$ cat config.mk
export PLATFORM = sky130hd
export DESIGN_NAME = saic_core
export DESIGN_NICKNAME = d
export VERILOG_FILES = /design/src/core/saic_pkg.sv /design/src/core/saic_core.sv
export SDC_FILE = /design/constraint.sdc
export NUM_CORES = 1
export LEC_CHECK = 0
export BUFFER_PORTS_ARGS = -buffer_cell sky130_fd_sc_hd__clkbuf_2
export CORE_UTILIZATION = 55
export CTS_CLUSTER_DIAMETER = 80
export DETAILED_ROUTE_END_ITERATION = 10
export GPL_ROUTABILITY_DRIVEN = 0
export HOLD_SLACK_MARGIN = 0.08
export PLACE_DENSITY = 0.79
export SYNTH_ARGS = -nofsm -noshare
export SYNTH_HDL_FRONTEND = slang
export SYNTH_SLANG_ARGS = --single-unit
$ cat constraint.sdc
create_clock -name clk_sys -period 3.6 [get_ports clk_sys]
set_input_delay 0.36 -clock clk_sys [delete_from_list [all_inputs] [get_ports clk_sys]]
set_output_delay 0.36 -clock clk_sys [all_outputs]
set_load 0.005 [all_outputs]
$ cat src/core/saic_pkg.sv
package saic_pkg;

    // APB register byte offsets
    localparam logic [7:0] OFS_STATUS = 8'h00;
    localparam logic [7:0] OFS_ADDR = 8'h04;
    localparam logic [7:0] OFS_MISC = 8'h08;
    localparam logic [7:0] OFS_CMD = 8'h0C;
    localparam logic [7:0] OFS_RUNTIME = 8'h10;

    // STATUS fields
    localparam int ST_FW_BAD_BIT = 0;
    localparam int ST_CFG_BAD_BIT = 1;
    localparam int ST_JTAG_BIT = 2;
    localparam int ST_ADDR_OK_BIT = 3;
    localparam int ST_BROWNOUT_BIT = 4;
    localparam int ST_STATE_LSB = 8;

    // MISC and CMD fields
    localparam int MISC_BROWNOUT_BIT = 0;
    localparam int CMD_SAVE_ALL_BIT = 0;
    localparam int CMD_WDT_KICK_BIT = 1;
    localparam logic [31:0] MISC_RESET = 32'h0000_0000;

    // Strap decode
    localparam logic [7:0] DEFAULT_ADDR = 8'h7E;
    localparam logic [7:0] ADDR_MULT = 8'h0C;
    localparam logic [3:0] BIN_MIN = 4'h4;
    localparam int BIN_COUNT = 8;
    localparam logic [3:0] BIN_BAD = 4'hF;
    localparam logic ADC_CH_LOWER = 1'b0;
    localparam logic ADC_CH_UPPER = 1'b1;
    // Lower edge of bins 4..11, then the top of bin 11; ratio 1.25 each
    localparam logic [11:0] BIN_EDGE [0:8] = '{
        12'h190, 12'h1F4, 12'h271, 12'h30D, 12'h3D1,
        12'h4C5, 12'h5F6, 12'h773, 12'h950
    };

    // Timing
    localparam int CLK_HZ = 10_000_000;
    localparam int MS_PER_S = 1000;
    localparam int CYC_PER_MS = CLK_HZ / MS_PER_S;
    localparam int INIT_MS = 20;
    localparam int RESET_EXIT_MS = 1;
    localparam int WDT_MS = 100;

    // ECC geometry
    localparam int ECC_DATA_W = 32;
    localparam int ECC_CHK_W = 6;
    localparam int ECC_CODE_W = ECC_DATA_W + ECC_CHK_W;

    typedef enum logic [1:0] {
        ST_HOLD = 2'b00,
        ST_INIT = 2'b01,
        ST_RUN = 2'b10,
        ST_HALT = 2'b11
    } saic_state_t;

    typedef struct packed {
        logic psel;
        logic penable;
        logic pwrite;
        logic [7:0] paddr;
        logic [31:0] pwdata;
    } saic_apb_req_t;

    typedef struct packed {
        logic [31:0] prdata;
        logic pready;
        logic pslverr;
    } saic_apb_rsp_t;

endpackage

$ cat src/core/saic_core.sv
// The placing of the registers and the APB register port are this design's own decisions.
`timescale 1ns/100ps
module saic_core #(
    parameter int CYC_PER_MS = saic_pkg::CYC_PER_MS,
    parameter int WDT_MS = saic_pkg::WDT_MS
) (
    // Clock, reset, enable
    input wire logic clk_sys,
    input wire logic rst_b,
    input wire logic ce,
    // APB slave
    input wire saic_pkg::saic_apb_req_t apb_req,
    output saic_pkg::saic_apb_rsp_t apb_rsp,
    // Pins from outside the clock domain
    input wire logic ext_reset_b,
    input wire logic vcc_low,
    // Strap converter
    output logic adc_req,
    output logic adc_chan,
    output logic strap_bias_en,
    input wire logic adc_valid,
    input wire logic [11:0] adc_data,
    // Flash status and integrity checks
    input wire logic flash_blank,
    input wire logic fw_sum_ok,
    input wire logic cfg_sum_ok,
    // Flash commit and log control
    output logic load_defaults,
    output logic save_all_req,
    output logic brownout_commit,
    output logic flash_log_allow,
    // ECC datapath
    input wire logic [31:0] ecc_wr_data,
    output logic [37:0] ecc_wr_word,
    input wire logic [37:0] ecc_rd_word,
    output logic [31:0] ecc_rd_data,
    output logic ecc_corrected,
    // Pin control and status
    output logic fast_pwm_low,
    output logic io_release,
    output logic seq_enable,
    output logic alert_output_b,
    output logic jtag_en,
    output logic clk_slow_sel,
    output logic [7:0] bus_addr,
    output logic soft_reset
);

    localparam int TICK_W = $clog2(CYC_PER_MS + 1);
    localparam logic [TICK_W-1:0] TICK_LAST = TICK_W'(CYC_PER_MS - 1);
    localparam logic [15:0] INIT_LAST = 16'(saic_pkg::INIT_MS - 1);
    localparam logic [15:0] WDT_LAST = 16'(WDT_MS - 1);

    saic_pkg::saic_state_t state;
    saic_pkg::saic_state_t next_state;
    logic [1:0] rst_sync;
    logic [1:0] vcc_sync;
    logic vcc_low_q;
    logic [TICK_W-1:0] tick_cnt;
    logic ms_tick;
    logic [15:0] init_ms;
    logic [15:0] wdt_ms;
    logic wdt_expire;
    logic strap_upper;
    logic adc_busy;
    logic addr_latched;
    logic [3:0] lower_bin;
    logic fw_bad;
    logic cfg_bad;
    logic brownout_seen;
    logic [31:0] misc_cfg;
    logic [31:0] runtime;
    logic acc;
    logic wr_en;
    logic init_done;
    logic brownout_en;

    assign brownout_en = misc_cfg[saic_pkg::MISC_BROWNOUT_BIT];
    assign acc = apb_req.psel && apb_req.penable;
    assign wr_en = acc && apb_rsp.pready && apb_req.pwrite;
    assign init_done = (init_ms == INIT_LAST) && ms_tick && addr_latched;
    assign wdt_expire = (state == saic_pkg::ST_RUN) && ms_tick
        && (wdt_ms == WDT_LAST);

    // Map a strap reading to its bin; short or open both give BIN_BAD
    function automatic logic [3:0] bin_of(input logic [11:0] code);
        logic [3:0] bin;
        bin = saic_pkg::BIN_BAD;
        for (int i = 0; i < saic_pkg::BIN_COUNT; i++) begin
            if (code >= saic_pkg::BIN_EDGE[i]
                && code < saic_pkg::BIN_EDGE[i+1]) begin
                bin = saic_pkg::BIN_MIN + 4'(i);
            end
        end
        return bin;
    endfunction

    // Hamming layout: check bits at positions 1,2,4,8,16,32 of 1..38
    function automatic logic [37:0] ecc_encode(input logic [31:0] d);
        logic [37:0] cw;
        int k;
        cw = '0;
        k = 0;
        for (int p = 1; p <= saic_pkg::ECC_CODE_W; p++) begin
            if ((p & (p - 1)) != 0) begin
                cw[p-1] = d[k];
                k++;
            end
        end
        for (int c = 0; c < saic_pkg::ECC_CHK_W; c++) begin
            for (int p = 1; p <= saic_pkg::ECC_CODE_W; p++) begin
                if (((p >> c) & 1) == 1 && p != (1 << c)) begin
                    cw[(1<<c)-1] = cw[(1<<c)-1] ^ cw[p-1];
                end
            end
        end
        return cw;
    endfunction

    function automatic logic [5:0] ecc_syndrome(input logic [37:0] cw);
        logic [5:0] s;
        s = '0;
        for (int c = 0; c < saic_pkg::ECC_CHK_W; c++) begin
            for (int p = 1; p <= saic_pkg::ECC_CODE_W; p++) begin
                if (((p >> c) & 1) == 1) begin
                    s[c] = s[c] ^ cw[p-1];
                end
            end
        end
        return s;
    endfunction

    function automatic logic [31:0] ecc_extract(input logic [37:0] cw);
        logic [31:0] d;
        int k;
        d = '0;
        k = 0;
        for (int p = 1; p <= saic_pkg::ECC_CODE_W; p++) begin
            if ((p & (p - 1)) != 0) begin
                d[k] = cw[p-1];
                k++;
            end
        end
        return d;
    endfunction

    // Pin synchronisers
    always_ff @(posedge clk_sys or negedge rst_b) begin
        if (!rst_b) begin
            rst_sync <= 2'h0;
            vcc_sync <= 2'h0;
            vcc_low_q <= 1'b0;
        end else if (ce) begin
            rst_sync <= {rst_sync[0], ext_reset_b};
            vcc_sync <= {vcc_sync[0], vcc_low};
            vcc_low_q <= vcc_sync[1];
        end
    end

    // Millisecond timebase shared by init, watchdog and run-time clock
    always_ff @(posedge clk_sys or negedge rst_b) begin
        if (!rst_b) begin
            tick_cnt <= '0;
            ms_tick <= 1'b0;
        end else if (ce) begin
            ms_tick <= (tick_cnt == TICK_LAST);
            tick_cnt <= (tick_cnt == TICK_LAST) ? '0 : tick_cnt + 1'b1;
        end
    end

    // Restart sequencing
    always_comb begin
        next_state = state;
        unique case (state)
            saic_pkg::ST_HOLD: begin
                if (rst_sync[1]) begin
                    next_state = saic_pkg::ST_INIT;
                end
            end
            saic_pkg::ST_INIT: begin
                if (init_done) begin
                    next_state = fw_sum_ok ? saic_pkg::ST_RUN
                        : saic_pkg::ST_HALT;
                end
            end
            saic_pkg::ST_RUN: begin
                if (wdt_expire) begin
                    next_state = saic_pkg::ST_INIT;
                end
            end
            saic_pkg::ST_HALT: begin
                next_state = saic_pkg::ST_HALT;
            end
        endcase
        if (!rst_sync[1]) begin
            next_state = saic_pkg::ST_HOLD;
        end
    end

    always_ff @(posedge clk_sys or negedge rst_b) begin
        if (!rst_b) begin
            state <= saic_pkg::ST_HOLD;
        end else if (ce) begin
            state <= next_state;
        end
    end

    // Init timer restarts on every entry to init
    always_ff @(posedge clk_sys or negedge rst_b) begin
        if (!rst_b) begin
            init_ms <= '0;
        end else if (ce) begin
            if (state != saic_pkg::ST_INIT) begin
                init_ms <= '0;
            end else if (ms_tick && init_ms != INIT_LAST) begin
                init_ms <= init_ms + 16'h0001;
            end
        end
    end

    // Firmware watchdog, kicked by the command register
    always_ff @(posedge clk_sys or negedge rst_b) begin
        if (!rst_b) begin
            wdt_ms <= '0;
            soft_reset <= 1'b0;
        end else if (ce) begin
            soft_reset <= wdt_expire;
            if (state != saic_pkg::ST_RUN || wdt_expire
                || (wr_en && apb_req.paddr == saic_pkg::OFS_CMD
                && apb_req.pwdata[saic_pkg::CMD_WDT_KICK_BIT])) begin
                wdt_ms <= '0;
            end else if (ms_tick) begin
                wdt_ms <= wdt_ms + 16'h0001;
            end
        end
    end

    // Strap capture; only power-on reset clears the latch
    always_ff @(posedge clk_sys or negedge rst_b) begin
        if (!rst_b) begin
            adc_req <= 1'b0;
            adc_chan <= saic_pkg::ADC_CH_LOWER;
            strap_bias_en <= 1'b0;
            adc_busy <= 1'b0;
            strap_upper <= 1'b0;
            addr_latched <= 1'b0;
            lower_bin <= saic_pkg::BIN_BAD;
            bus_addr <= saic_pkg::DEFAULT_ADDR;
            jtag_en <= 1'b0;
            clk_slow_sel <= 1'b0;
        end else if (ce) begin
            adc_req <= 1'b0;
            strap_bias_en <= (state == saic_pkg::ST_INIT)
                && !addr_latched;
            if (state == saic_pkg::ST_INIT && !addr_latched) begin
                if (!adc_busy) begin
                    adc_req <= 1'b1;
                    adc_chan <= strap_upper ? saic_pkg::ADC_CH_UPPER
                        : saic_pkg::ADC_CH_LOWER;
                    adc_busy <= 1'b1;
                end else if (adc_valid) begin
                    adc_busy <= 1'b0;
                    if (!strap_upper) begin
                        lower_bin <= bin_of(adc_data);
                        strap_upper <= 1'b1;
                    end else begin
                        addr_latched <= 1'b1;
                        if (lower_bin == saic_pkg::BIN_BAD
                            || bin_of(adc_data) == saic_pkg::BIN_BAD) begin
                            bus_addr <= saic_pkg::DEFAULT_ADDR;
                            jtag_en <= 1'b1;
                            clk_slow_sel <= 1'b1;
                        end else begin
                            bus_addr <= 8'(saic_pkg::ADDR_MULT
                                * {4'h0, bin_of(adc_data)}
                                + {4'h0, lower_bin});
                            jtag_en <= flash_blank;
                            clk_slow_sel <= flash_blank;
                        end
                    end
                end
            end
        end
    end

    // Integrity outcome flags; set wins over the software clear
    always_ff @(posedge clk_sys or negedge rst_b) begin
        if (!rst_b) begin
            fw_bad <= 1'b0;
            cfg_bad <= 1'b0;
            load_defaults <= 1'b0;
            alert_output_b <= 1'b1;
        end else if (ce) begin
            load_defaults <= init_done && !cfg_sum_ok;
            if (init_done) begin
                fw_bad <= !fw_sum_ok;
            end
            if (init_done && !cfg_sum_ok) begin
                cfg_bad <= 1'b1;
            end else if (wr_en && apb_req.paddr == saic_pkg::OFS_STATUS
                && apb_req.pwdata[saic_pkg::ST_CFG_BAD_BIT]) begin
                cfg_bad <= 1'b0;
            end
            alert_output_b <= !(cfg_bad || (init_done && !cfg_sum_ok));
        end
    end

    // Config register and flash commit requests
    always_ff @(posedge clk_sys or negedge rst_b) begin
        if (!rst_b) begin
            misc_cfg <= saic_pkg::MISC_RESET;
            save_all_req <= 1'b0;
            brownout_commit <= 1'b0;
            brownout_seen <= 1'b0;
            flash_log_allow <= 1'b1;
        end else if (ce) begin
            if (wr_en && apb_req.paddr == saic_pkg::OFS_MISC) begin
                misc_cfg <= apb_req.pwdata;
            end
            save_all_req <= wr_en && apb_req.paddr == saic_pkg::OFS_CMD
                && apb_req.pwdata[saic_pkg::CMD_SAVE_ALL_BIT];
            brownout_commit <= brownout_en && vcc_sync[1]
                && !vcc_low_q;
            if (brownout_en && vcc_sync[1] && !vcc_low_q) begin
                brownout_seen <= 1'b1;
            end
            flash_log_allow <= !brownout_en;
        end
    end

    // Run-time clock in milliseconds
    always_ff @(posedge clk_sys or negedge rst_b) begin
        if (!rst_b) begin
            runtime <= '0;
        end else if (ce) begin
            if (wr_en && apb_req.paddr == saic_pkg::OFS_RUNTIME) begin
                runtime <= apb_req.pwdata;
            end else if (state == saic_pkg::ST_HOLD && !brownout_en) begin
                runtime <= '0;
            end else if (wdt_expire && !brownout_en) begin
                runtime <= '0;
            end else if (state == saic_pkg::ST_RUN && ms_tick) begin
                runtime <= runtime + 32'h0000_0001;
            end
        end
    end

    // Pin states follow the restart state
    always_ff @(posedge clk_sys or negedge rst_b) begin
        if (!rst_b) begin
            fast_pwm_low <= 1'b1;
            io_release <= 1'b0;
            seq_enable <= 1'b0;
        end else if (ce) begin
            fast_pwm_low <= (next_state != saic_pkg::ST_RUN)
                || flash_blank;
            io_release <= (next_state == saic_pkg::ST_RUN)
                && !flash_blank;
            seq_enable <= (next_state == saic_pkg::ST_RUN)
                && !flash_blank;
        end
    end

    // ECC encode on write, single-error correction on read
    always_ff @(posedge clk_sys or negedge rst_b) begin
        if (!rst_b) begin
            ecc_wr_word <= '0;
            ecc_rd_data <= '0;
            ecc_corrected <= 1'b0;
        end else if (ce) begin
            ecc_wr_word <= ecc_encode(ecc_wr_data);
            ecc_corrected <= (ecc_syndrome(ecc_rd_word) != 6'h00);
            if (ecc_syndrome(ecc_rd_word) != 6'h00
                && ecc_syndrome(ecc_rd_word) <= 6'(saic_pkg::ECC_CODE_W)) begin
                ecc_rd_data <= ecc_extract(ecc_rd_word
                    ^ (38'h1 << (ecc_syndrome(ecc_rd_word) - 6'h01)));
            end else begin
                ecc_rd_data <= ecc_extract(ecc_rd_word);
            end
        end
    end

    // APB: pready one cycle into the access phase
    always_ff @(posedge clk_sys or negedge rst_b) begin
        if (!rst_b) begin
            apb_rsp <= '0;
        end else if (ce) begin
            apb_rsp.pready <= acc && !apb_rsp.pready;
            apb_rsp.pslverr <= 1'b0;
            apb_rsp.prdata <= '0;
            if (acc && !apb_rsp.pready) begin
                unique case (apb_req.paddr)
                    saic_pkg::OFS_STATUS: begin
                        apb_rsp.prdata[saic_pkg::ST_FW_BAD_BIT] <= fw_bad;
                        apb_rsp.prdata[saic_pkg::ST_CFG_BAD_BIT] <= cfg_bad;
                        apb_rsp.prdata[saic_pkg::ST_JTAG_BIT] <= jtag_en;
                        apb_rsp.prdata[saic_pkg::ST_ADDR_OK_BIT]
                            <= addr_latched;
                        apb_rsp.prdata[saic_pkg::ST_BROWNOUT_BIT]
                            <= brownout_seen;
                        apb_rsp.prdata[saic_pkg::ST_STATE_LSB +: 2] <= state;
                    end
                    saic_pkg::OFS_ADDR: begin
                        apb_rsp.prdata[7:0] <= bus_addr;
                    end
                    saic_pkg::OFS_MISC: begin
                        apb_rsp.prdata <= misc_cfg;
                    end
                    saic_pkg::OFS_CMD: begin
                        apb_rsp.prdata <= '0;
                    end
                    saic_pkg::OFS_RUNTIME: begin
                        apb_rsp.prdata <= runtime;
                    end
                    default: begin
                        apb_rsp.pslverr <= 1'b1;
                    end
                endcase
            end
        end
    end

endmodule // saic_core

# Yosys cells after proc, flatten, opt, wreduce, memory -nomap -nowiden
# Cells that the tools add are included.
op_classes:
  addsub: 96
  mul: 1
  n_lt_le_gt_ge: 172
  n_eq_ne: 17
  shift: 1
  n_mux: 1010
  n_bitwise: 267
  reduce_logical: 127
ops:
  columns: ["op", "n"]
  rows:
  - ["$mux W32", 281]
  - ["$lt A32 B7 Y1 const B", 93]
  - ["$add A32 B2 Y32 const B", 90]
  - ["$bwmux W32", 62]
  - ["$ge A32 B1 Y1 const B", 62]
  - ["$mux W1", 541]
  - ["$demux W1 S5", 62]
  - ["$xor A1 B1 Y1", 264]
  - ["$bmux W1 S5", 31]
  - ["$logic_and A1 B1 Y1", 94]
  - ["$mux W4", 19]
  - ["$mux W16", 4]
  - ["$pmux W22 S2", 1]
  - ["$shl A1 B6 Y38 const A", 1]
  - ["$xor A38 B38 Y38", 1]
  - ["$ge A12 B10 Y1 const B", 3]
  - ["$ge A12 B11 Y1 const B", 3]
  - ["$lt A12 B10 Y1 const B", 3]
  - ["$lt A12 B11 Y1 const B", 3]
  - ["$add A16 B1 Y16 const B", 2]
  - ["$add A32 B1 Y32 const B", 1]
  - ["$ge A12 B9 Y1 const B", 2]
  - ["$pmux W5 S4", 1]
  - ["$eq A16 B5 Y1 const B", 1]
  - ["37 further kinds", 66]
word_totals:
  register_bits: 253
  input_bits: 134

# Depth between registers and ports, before layout
# Gate-level depths: netlist of the first run.
logic_depth:
  ltp_word: 192
  ltp_mapped: 14
  depth_no_buf: 14

# Worst setup path after synthesis of the first run
# No wires, ideal clock.
synth_timing:
  path_kind: "input port to flip-flop"
  from: "in adc_data[3]"
  to: "reg bus_addr[7]"
  arrival_time_ns: 3.348
  required_time_ns: 3.474
  slack_ns: 0.126
  cell_stages: 12
  cell_sequence: "or4_1 a31oi_1 nor3_1 o31ai_1 inv_1 ha_1 nor2_1 nor2_1 xnor2_1 nor3_1 or3b_1 a221o_1"
synth_via:
  elab_chain_cells: 19
  elab_cells_between_ends: 48
  cone_classes: "1 x add/sub; 1 x mul; 16 x order compare; 1 x eq/ne; 20 x mux; 9 x reduce/logical"
synth_lines:
  columns: ["item", "line", "rtl"]
  rows:
  - ["from (decl)", "saic_core.sv:22", "input wire logic [11:0] adc_data,"]
  - ["$ge A12 B9 Y1 or $lt A12 B9 Y1 (tied branches)", "saic_core.sv:90, saic_core.sv:91", null]
  - ["$logic_and A1 B1 Y1", "saic_core.sv:91", "&& code < saic_pkg::BIN_EDGE[i+1]) begin"]
  - ["$mux W4 (7 in series)", "saic_core.sv:90", "if (code >= saic_pkg::BIN_EDGE[i]"]
  - ["$mux W4 (*)", "saic_core.sv:90", null]
  - ["$mux W4", "saic_core.sv:268", "if (lower_bin == saic_pkg::BIN_BAD"]
  - ["$mux W4", "saic_core.sv:263", "if (!strap_upper) begin"]
  - ["$mux W4", "saic_core.sv:261", "end else if (adc_valid) begin"]
  - ["$mux W4", "saic_core.sv:256", "if (!adc_busy) begin"]
  - ["$mux W4", "saic_core.sv:255", "if (state == saic_pkg::ST_INIT && !addr_latched) begin"]
  - ["$mux W4", "saic_core.sv:251", "end else if (ce) begin"]
  - ["$mul A2 B4 Y6", "saic_core.sv:275", "* {4'h0, bin_of(adc_data)}"]
  - ["$add A8 B4 Y8", "saic_core.sv:276", "+ {4'h0, lower_bin});"]
  - ["$mux W8 (*)", "saic_core.sv:268", null]
  - ["to (signal assigned)", "saic_core.sv:248", "bus_addr <= saic_pkg::DEFAULT_ADDR;"]
  - ["to (signal assigned)", "saic_core.sv:270", "bus_addr <= saic_pkg::DEFAULT_ADDR;"]
  - ["to (signal assigned)", "saic_core.sv:274", "bus_addr <= 8'(saic_pkg::ADDR_MULT"]
  - ["to (decl)", "saic_core.sv:45", "output logic [7:0] bus_addr,"]
# Mark *: on every way between the ends. The rest lies on a longest branch, timed or not. The select of a mux whose other input is x is not followed.
# A chain may end at the register's enable or synchronous reset.

# Worst setup path in the final report of the first run
# Same ends and word-level chain as after synthesis.

==> impl_metrics.ini, run 1 <==
[status]
outcome = complete, no violations

[cells_and_area]
final_net_count = 1747
fill_cells = 1835
final_area_sq_um = 16500
drive_gt1_share_pct = 29.1
syn2layout_area_growth_pct = 21.0
utilization_pct = 68.0

[synth]
synthArstFlopShare_pct = 100
yosys.area.top_type_share_pct = 44.0
netlist_instances = 1325
ys.warnings.count = 0
synth_edf_count = 0
synth_cell_type_count = 83
synth-seq-cells = 253
syn_area_sq_um = 13700
synth_area_leaders = dfrtp_1, xnor2_1, mux2_2, o21ai_0, nor2_1
yosysTopAreaCell = dfrtp_1
synth_ff_type = dfrtp_1
syn_avg_cell_area_sq_um = 10.3
ys_seq_area_share_pct = 46.5
synthesis.nets = 1472

[timing]
finalSetupViolCount = 0
final.setup_skew_ns = 0.0174
slew-limit-headroom_pct = 35.0
final.setup.worst_slack_ns = 0.366
finalHoldViolations = 0
tns_ns = 0
post-route-period-util_pct = 89.8
rsz0062_at_grt = false
fin_crit_ns = 3.23
max_freq_ghz = 0.309
worst_pin_slew_ns = 0.971
slew_violations = 0

[cts]
insertion_delay_ns = 0.54
post_cts_buffers = 0
cts.clk_slew.worst_paths_ns = 0.06
clock_sinks = 253
clock-root-buffer = clkbuf_16
htree_levels = 1
cts-buffers-inserted = 28
clock_path_buffers = 3
cts_tree = done

[die]
start_util_pct = 56.2
chipHeight_microns = 160
row_count = 57
die-area_sq_um = 25500
pin_count = 261
die_w_microns = 160
coreArea_sq_um = 24300

[place]
place.port_buffers = 260
pre_cts_ws_ns = -0.131
placed_area_sq_um = 15300
hpwl_microns = 24800

[route]
vias = 11423
ant_nets = 0
dr.pass1.iters = 6
viasPerCell = 5.87
drc_errors = 0
drt-wirelength-per-cell_microns = 18.2
drt_iter0_drc = 954
wl_microns = 35400

[setup_path]
rrSetupSlack_ns = 0.94
setup.worst_path.start_class = primary input
reg2reg_to = init_ms[15]$_DFFE_PN0P_
timing.rr.start = state[1]$_DFFE_PN0P_
crit_arrival_ns = 3.70
required_ns = 4.07
critPathCaptureType = flip-flop
crit_type = primary input to flip-flop
r2r_cells = 8
critPathMaxFanout = 4

[pwr]
p_per_area_nw_per_um2 = 532
power_leakage_nw = 7.27
ir_drop_uv = 479
finalPower_w = 0.00880

[grt]
grt_overflow = 0
antenna_found_initial = 1
grt_use_total_pct = 28.1
grt_pass1_wl_microns = 58100
grt_max_degree = 84
grt_pass1_vias = 11419

[worst_hold_path]
hold_end = misc_cfg[25]$_DFFE_PN0P_
hp-start = apb_req[25]
hold_path.class = primary input to flip-flop
hold_path_depth = 2

[job]
drv_cap = 0
-- worst max-delay path by stage --
stage / start / end / slack [ns]
after global routing: adc_data[3] / bus_addr[7]$_DFFE_PN0P_ / 0.05
final: adc_data[3] / bus_addr[7]$_DFFE_PN0P_ / 0.37
after global placement: adc_data[3] / bus_addr[7]$_DFFE_PN0P_ / 0.03
after floorplan: adc_data[3] / bus_addr[7]$_DFFE_PN0P_ / 0.13
after detailed placement: adc_data[3] / bus_addr[7]$_DFFE_PN0P_ / -0.13
after CTS: adc_data[3] / bus_addr[7]$_DFFE_PN0P_ / 0.44
-- per-stage QoR --
stage / std cells / hold WS [ns]
6_report: 1946 / 0.0957
5_1_grt: 1946 / 0.0967
4_1_cts: 1945 / 0.0808
3_5_place_dp: 1866 / 0.381
3_3_place_gp: 1866 / 0.384
2_1_floorplan: 1325 / 0.0644
-- area by class of cell --
class,count,area (sq um),area share (%)
multi-input combinational,967,6890,41.7
sequential,253,6350,38.4
timing repair buffer,315,1810,10.9
clock buffer,43,848,5.13
tap,324,405,2.45
inverter,35,131,0.795
clock inverter,8,90.1,0.545
antenna,1,2.50,0.0151
-- sequential cells by signal (all words and copies together), names as in the netlist, 2 cells and up --
name / cells
state: 2
wdt_ms: 16
ecc_wr_word: 38
misc_cfg: 32
vcc_sync: 2
ecc_rd_data: 32
rst_sync: 2
runtime: 32
init_ms: 16
bus_addr: 8
lower_bin: 4
tick_cnt: 14
apb_rsp: 34
-- cells in the mapped netlist, types with 4 or more instances --
| master | instances |
|---|---|
| mux2_2 | 80 |
| xnor2_2 | 4 |
| o21ai_0 | 84 |
| a21oi_1 | 67 |
| nand2_1 | 89 |
| a31oi_1 | 10 |
| ha_1 | 11 |
| nor3_1 | 43 |
| dfrtp_1 | 240 |
| nand3_1 | 34 |
| nand2b_1 | 8 |
| and3_1 | 23 |
| a222oi_1 | 8 |
| a32oi_1 | 12 |
| nor2_1 | 107 |
| nor4_2 | 5 |
| a21o_1 | 8 |
| a22oi_1 | 28 |
| xnor2_1 | 139 |
| dfstp_2 | 13 |
| and4_1 | 5 |
| nor4_1 | 12 |
| nor2b_1 | 4 |
| buf_1 | 7 |
| xor2_1 | 34 |
| clkbuf_1 | 54 |
| or3_1 | 5 |
| xnor3_1 | 5 |
| nand4_1 | 9 |
| and2_1 | 8 |
| o2bb2ai_1 | 32 |
| o31ai_1 | 8 |
| inv_1 | 32 |
| nor3_2 | 18 |
-- cells by family (layout without fill, tap and decap cells) --
group | after synthesis | after routing | share of synthesized area [%]
adder cells (fa/ha/maj) | 14 | 14 | 1.37
AO/OA/AOI/OAI | 292 | 292 | 14.0
buffers and inverters | 105 | 401 | 3.16
multiplexers | 82 | 82 | 6.74
flip-flops | 253 | 253 | 46.5
XOR/XNOR | 187 | 187 | 13.2
AND/OR/NAND/NOR | 392 | 392 | 15.0
other | 0 | 1 | 0
-- layer usage --
metal / routed length, microns / part of all wire (%) / track usage [%] / vias up
met5: 0 / 0 / 0 / -
met4: 1330 / 3.8 / 11.0 / 0
met3: 2600 / 7.3 / 5.52 / 99
met2: 17200 / 49 / 47.8 / 462
met1: 14300 / 40 / 35.3 / 5583
li1: - / - / - / 5279
-- where the power goes --
| group | total (W) | internal (W) | switching, W |
|---|---|---|---|
| combinational | 0.00245 | 0.00101 | 0.00144 |
| clock | 0.00290 | 0.00175 | 0.00114 |
| sequential | 0.00345 | 0.00317 | 0.000279 |
-- critical path, cell delays in order --
cell and delay, ns:
clkbuf_2 0.08, or4_1 0.56, a31oi_1 0.24, nor3_1 0.10, buf_4 0.15, o31ai_1 0.44
inv_1 0.10, ha_1 0.36, nor2_1 0.11, nor2_1 0.05, xnor2_1 0.18, or3b_1 0.39
a2111oi_0 0.41, a221o_1 0.16
-- cells in the final DEF, fill, tap and decap left out, types with 4 or more instances in the layout --
master	netlist	final
nor3_2	18	18
nor3_1	43	43
xor2_1	34	34
nand2_1	89	89
clkbuf_16	0	29
nor2_1	107	107
a222oi_1	8	8
clkinv_2	0	6
inv_1	32	32
clkbuf_1	54	7
and3_1	23	23
a32oi_1	12	12
and4_1	5	5
nor4_1	12	12
or3_1	5	5
dlygate4sd3_1	0	28
ha_1	11	11
buf_4	3	27
a22oi_1	28	28
o2bb2ai_1	32	32
clkbuf_8	0	7
a21oi_1	67	67
clkbuf_2	0	258
a31oi_1	10	10
a21o_1	8	8
nor4_2	5	5
and2_1	8	8
o31ai_1	8	8
nor2b_1	4	4
xnor2_2	4	4
dfrtp_1	240	240
dfstp_2	13	13
mux2_2	80	80
nand2b_1	8	8
xnor2_1	139	139
xnor3_1	5	5
o21ai_0	84	84
nand3_1	34	34
nand4_1	9	9
-- what timing repair did --
item / in CTS / in global routing
resized for setup: 0 / 0
hold buffers: 28 / 0
endpoints found under the setup margin: 0 / 0
endpoints found under the hold margin: 104 / 0
(Power assumes the default switching activity.)
==> inputs of run 2 (changes only) <==
Settings changed: GPL_TIMING_DRIVEN set to 0, SETUP_SLACK_MARGIN set to 0.4.
==> run 2 against run 1 <==
Non-clock buffer count up 47. Setup slack better by 0.12 ns. First-iteration DRC count up 5.1%. Die area unchanged. Hold slack worse by 0.0018 ns. Critical path depth down 1. Routed wire length up 7.1%. Flip-flop and latch count unchanged. Utilization up 1.0 points. Combinational power up 7%. Sequential power about the same. Largest cell class unchanged. Highest routed layer unchanged.
==> impl_metrics.ini, run 2 (synthesis results as in run 1) <==
[route]
wl_microns = 37900
drt-wirelength-per-cell_microns = 19.1
drc_errors = 0
viasPerCell = 5.86
drt_iter0_drc = 1003
vias = 11670
dr.pass1.iters = 8
ant_nets = 0

[timing]
finalSetupViolCount = 0
max_freq_ghz = 0.321
slew_violations = 0
slew-limit-headroom_pct = 32.7
worst_pin_slew_ns = 1.00
fin_crit_ns = 3.11
rsz0062_at_grt = false
finalHoldViolations = 0
final.setup_skew_ns = 0.00901
post-route-period-util_pct = 86.5

[cells_and_area]
multi_input_area_sq_um = 6980
regMostFlops = ecc_wr_word
area.sequential_sq_um = 6350
antennaDiodeCount = 0
final_net_count = 1793
syn2layout_area_growth_pct = 22.8
utilization_pct = 69.0
largest_reg_flops = 38
reg.largest.list = ecc_wr_word: 38 flops, apb_rsp: 34 flops
fill_cells = 1819
final_area_sq_um = 16800
mostFrequentLayoutCell = clkbuf_2
final_cell_mix = clkbuf_2, dfrtp_1, xnor2_1
drive_gt1_share_pct = 28.2

[pwr]
power_leakage_nw = 7.31
finalPower_w = 0.00895
pwr-share-seq_pct = 38.5
power_switching_w = 0.00294
p_sw_share_pct = 32.8
power_frac_clock_pct = 32.4
p_per_area_nw_per_um2 = 534
internal_power_w = 0.00602
ir_drop_uv = 453
pwr-share-comb_pct = 29.1

[setup_path]
critPathCaptureType = flip-flop
setup.worst_path.start_class = primary input
required_ns = 4.08
critPathMaxFanout = 5
crit_arrival_ns = 3.59
crit_type = primary input to flip-flop

[grt]
grt_pass1_vias = 11687
grt_max_degree = 102
grt_pass1_wl_microns = 60700
grt_overflow = 0
antenna_found_initial = 0
grt_use_total_pct = 29.7

[die]
start_util_pct = 56.2
die-area_sq_um = 25500
row_count = 57
coreArea_sq_um = 24300
pin_count = 261
die_w_microns = 160
chipHeight_microns = 160

[cts]
cts.clk_slew.worst_paths_ns = 0.06
cts-buffers-inserted = 27
htree_levels = 1
cts_tree = done
clock_path_buffers = 3
clock_sinks = 253
insertion_delay_ns = 0.54
clock-root-buffer = clkbuf_16

[place]
place.port_buffers = 258
placed_area_sq_um = 15500
hpwl_microns = 27700

[status]
outcome = complete, no violations

[worst_hold_path]
hold_path.class = primary input to flip-flop

[job]
drv_cap = 0
## run 2: cell count changes in the layout (fill, tap and decap cells not counted), sizes merged
cell,previous run,this run
diode,1,0
dlygate4sd3,28,30
clkbuf,301,355
buf,29,20
clkinv,6,4
inv,35,36
## run 2: layer usage
metal,GRT usage [%],up-vias,routed length (microns)
li1,-,5373,-
met1,38.8,5657,15600
met2,48.6,528,17700
met3,5.18,112,2840
met4,13.7,0,1780
met5,0,-,0
## run 2: what timing repair did
item | in CTS | in global routing
buffers inserted | 0 | 2
hold buffers | 29 | 1
gates resized for setup | 0 | 8
hold endpoints to repair | 86 | 1
endpoints found under the setup margin | 0 | 1
## run 2: worst paths after layout
path	start	end	depth (start not counted)	slack, ns
min reg2reg	cfg_bad$_DFFE_PN0P_	alert_output_b$_DFFE_PN1P_	1	0.45
min	ecc_wr_data[2]	ecc_wr_word[5]$_DFFE_PN0P_	2	0.09
max reg2reg	ms_tick$_DFFE_PN0P_	runtime[11]$_DFFE_PN0P_	8	0.81
max	adc_data[1]	bus_addr[7]$_DFFE_PN0P_	13	0.49
min in group asynchronous	rst_b	tick_cnt[7]$_DFFE_PN0P_	2	0.37
max in group asynchronous	rst_b	misc_cfg[2]$_DFFE_PN0P_	3	2.34
## run 2: layout make-up
| cell class | instances | area share, % |
|---|---|---|
| Multi-Input combinational cell | 967 | 41.6 |
| Sequential cell | 253 | 37.8 |
| Timing Repair Buffer | 292 | 9.96 |
| Clock buffer | 43 | 5.10 |
| Tap cell | 324 | 2.42 |
| Buffer | 70 | 1.79 |
| Inverter | 35 | 0.783 |
| Clock inverter | 7 | 0.529 |
## run 2: critical path, cell delays in order
cell       delay, ns
clkbuf_2        0.11
or4_4           0.58
a211oi_4        0.31
nor2_1          0.09
a221oi_2        0.25
a221o_1         0.29
ha_4            0.24
ha_1            0.27
a21o_1          0.14
nand2_4         0.07
or3b_1          0.39
a2111oi_2       0.30
a221o_1         0.17
## run 2: power by group through the flow
| stage | Clock [W] | Sequential [W] | Combinational (W) |
|---|---|---|---|
| floorplan | 0 | 0.00341 | 0.00172 |
| global placement | 0 | 0.00348 | 0.00245 |
| detailed placement | 0 | 0.00349 | 0.00253 |
| CTS | 0.00295 | 0.00345 | 0.00259 |
| global route | 0.00305 | 0.00348 | 0.00281 |
| finish | 0.00290 | 0.00345 | 0.00261 |
## run 2: through the flow
step	hold slack, ns	std cells	TNS, ns	setup WS, ns
2_1_floorplan	0.0644	1325	0	0.332
3_3_place_gp	0.440	1907	-736.56	-3.02
3_5_place_dp	0.378	1909	-0.0581	-0.0581
4_1_cts	0.0807	1988	0	0.485
5_1_grt	0.0939	1991	0	0.394
6_report	0.0939	1991	0	0.485
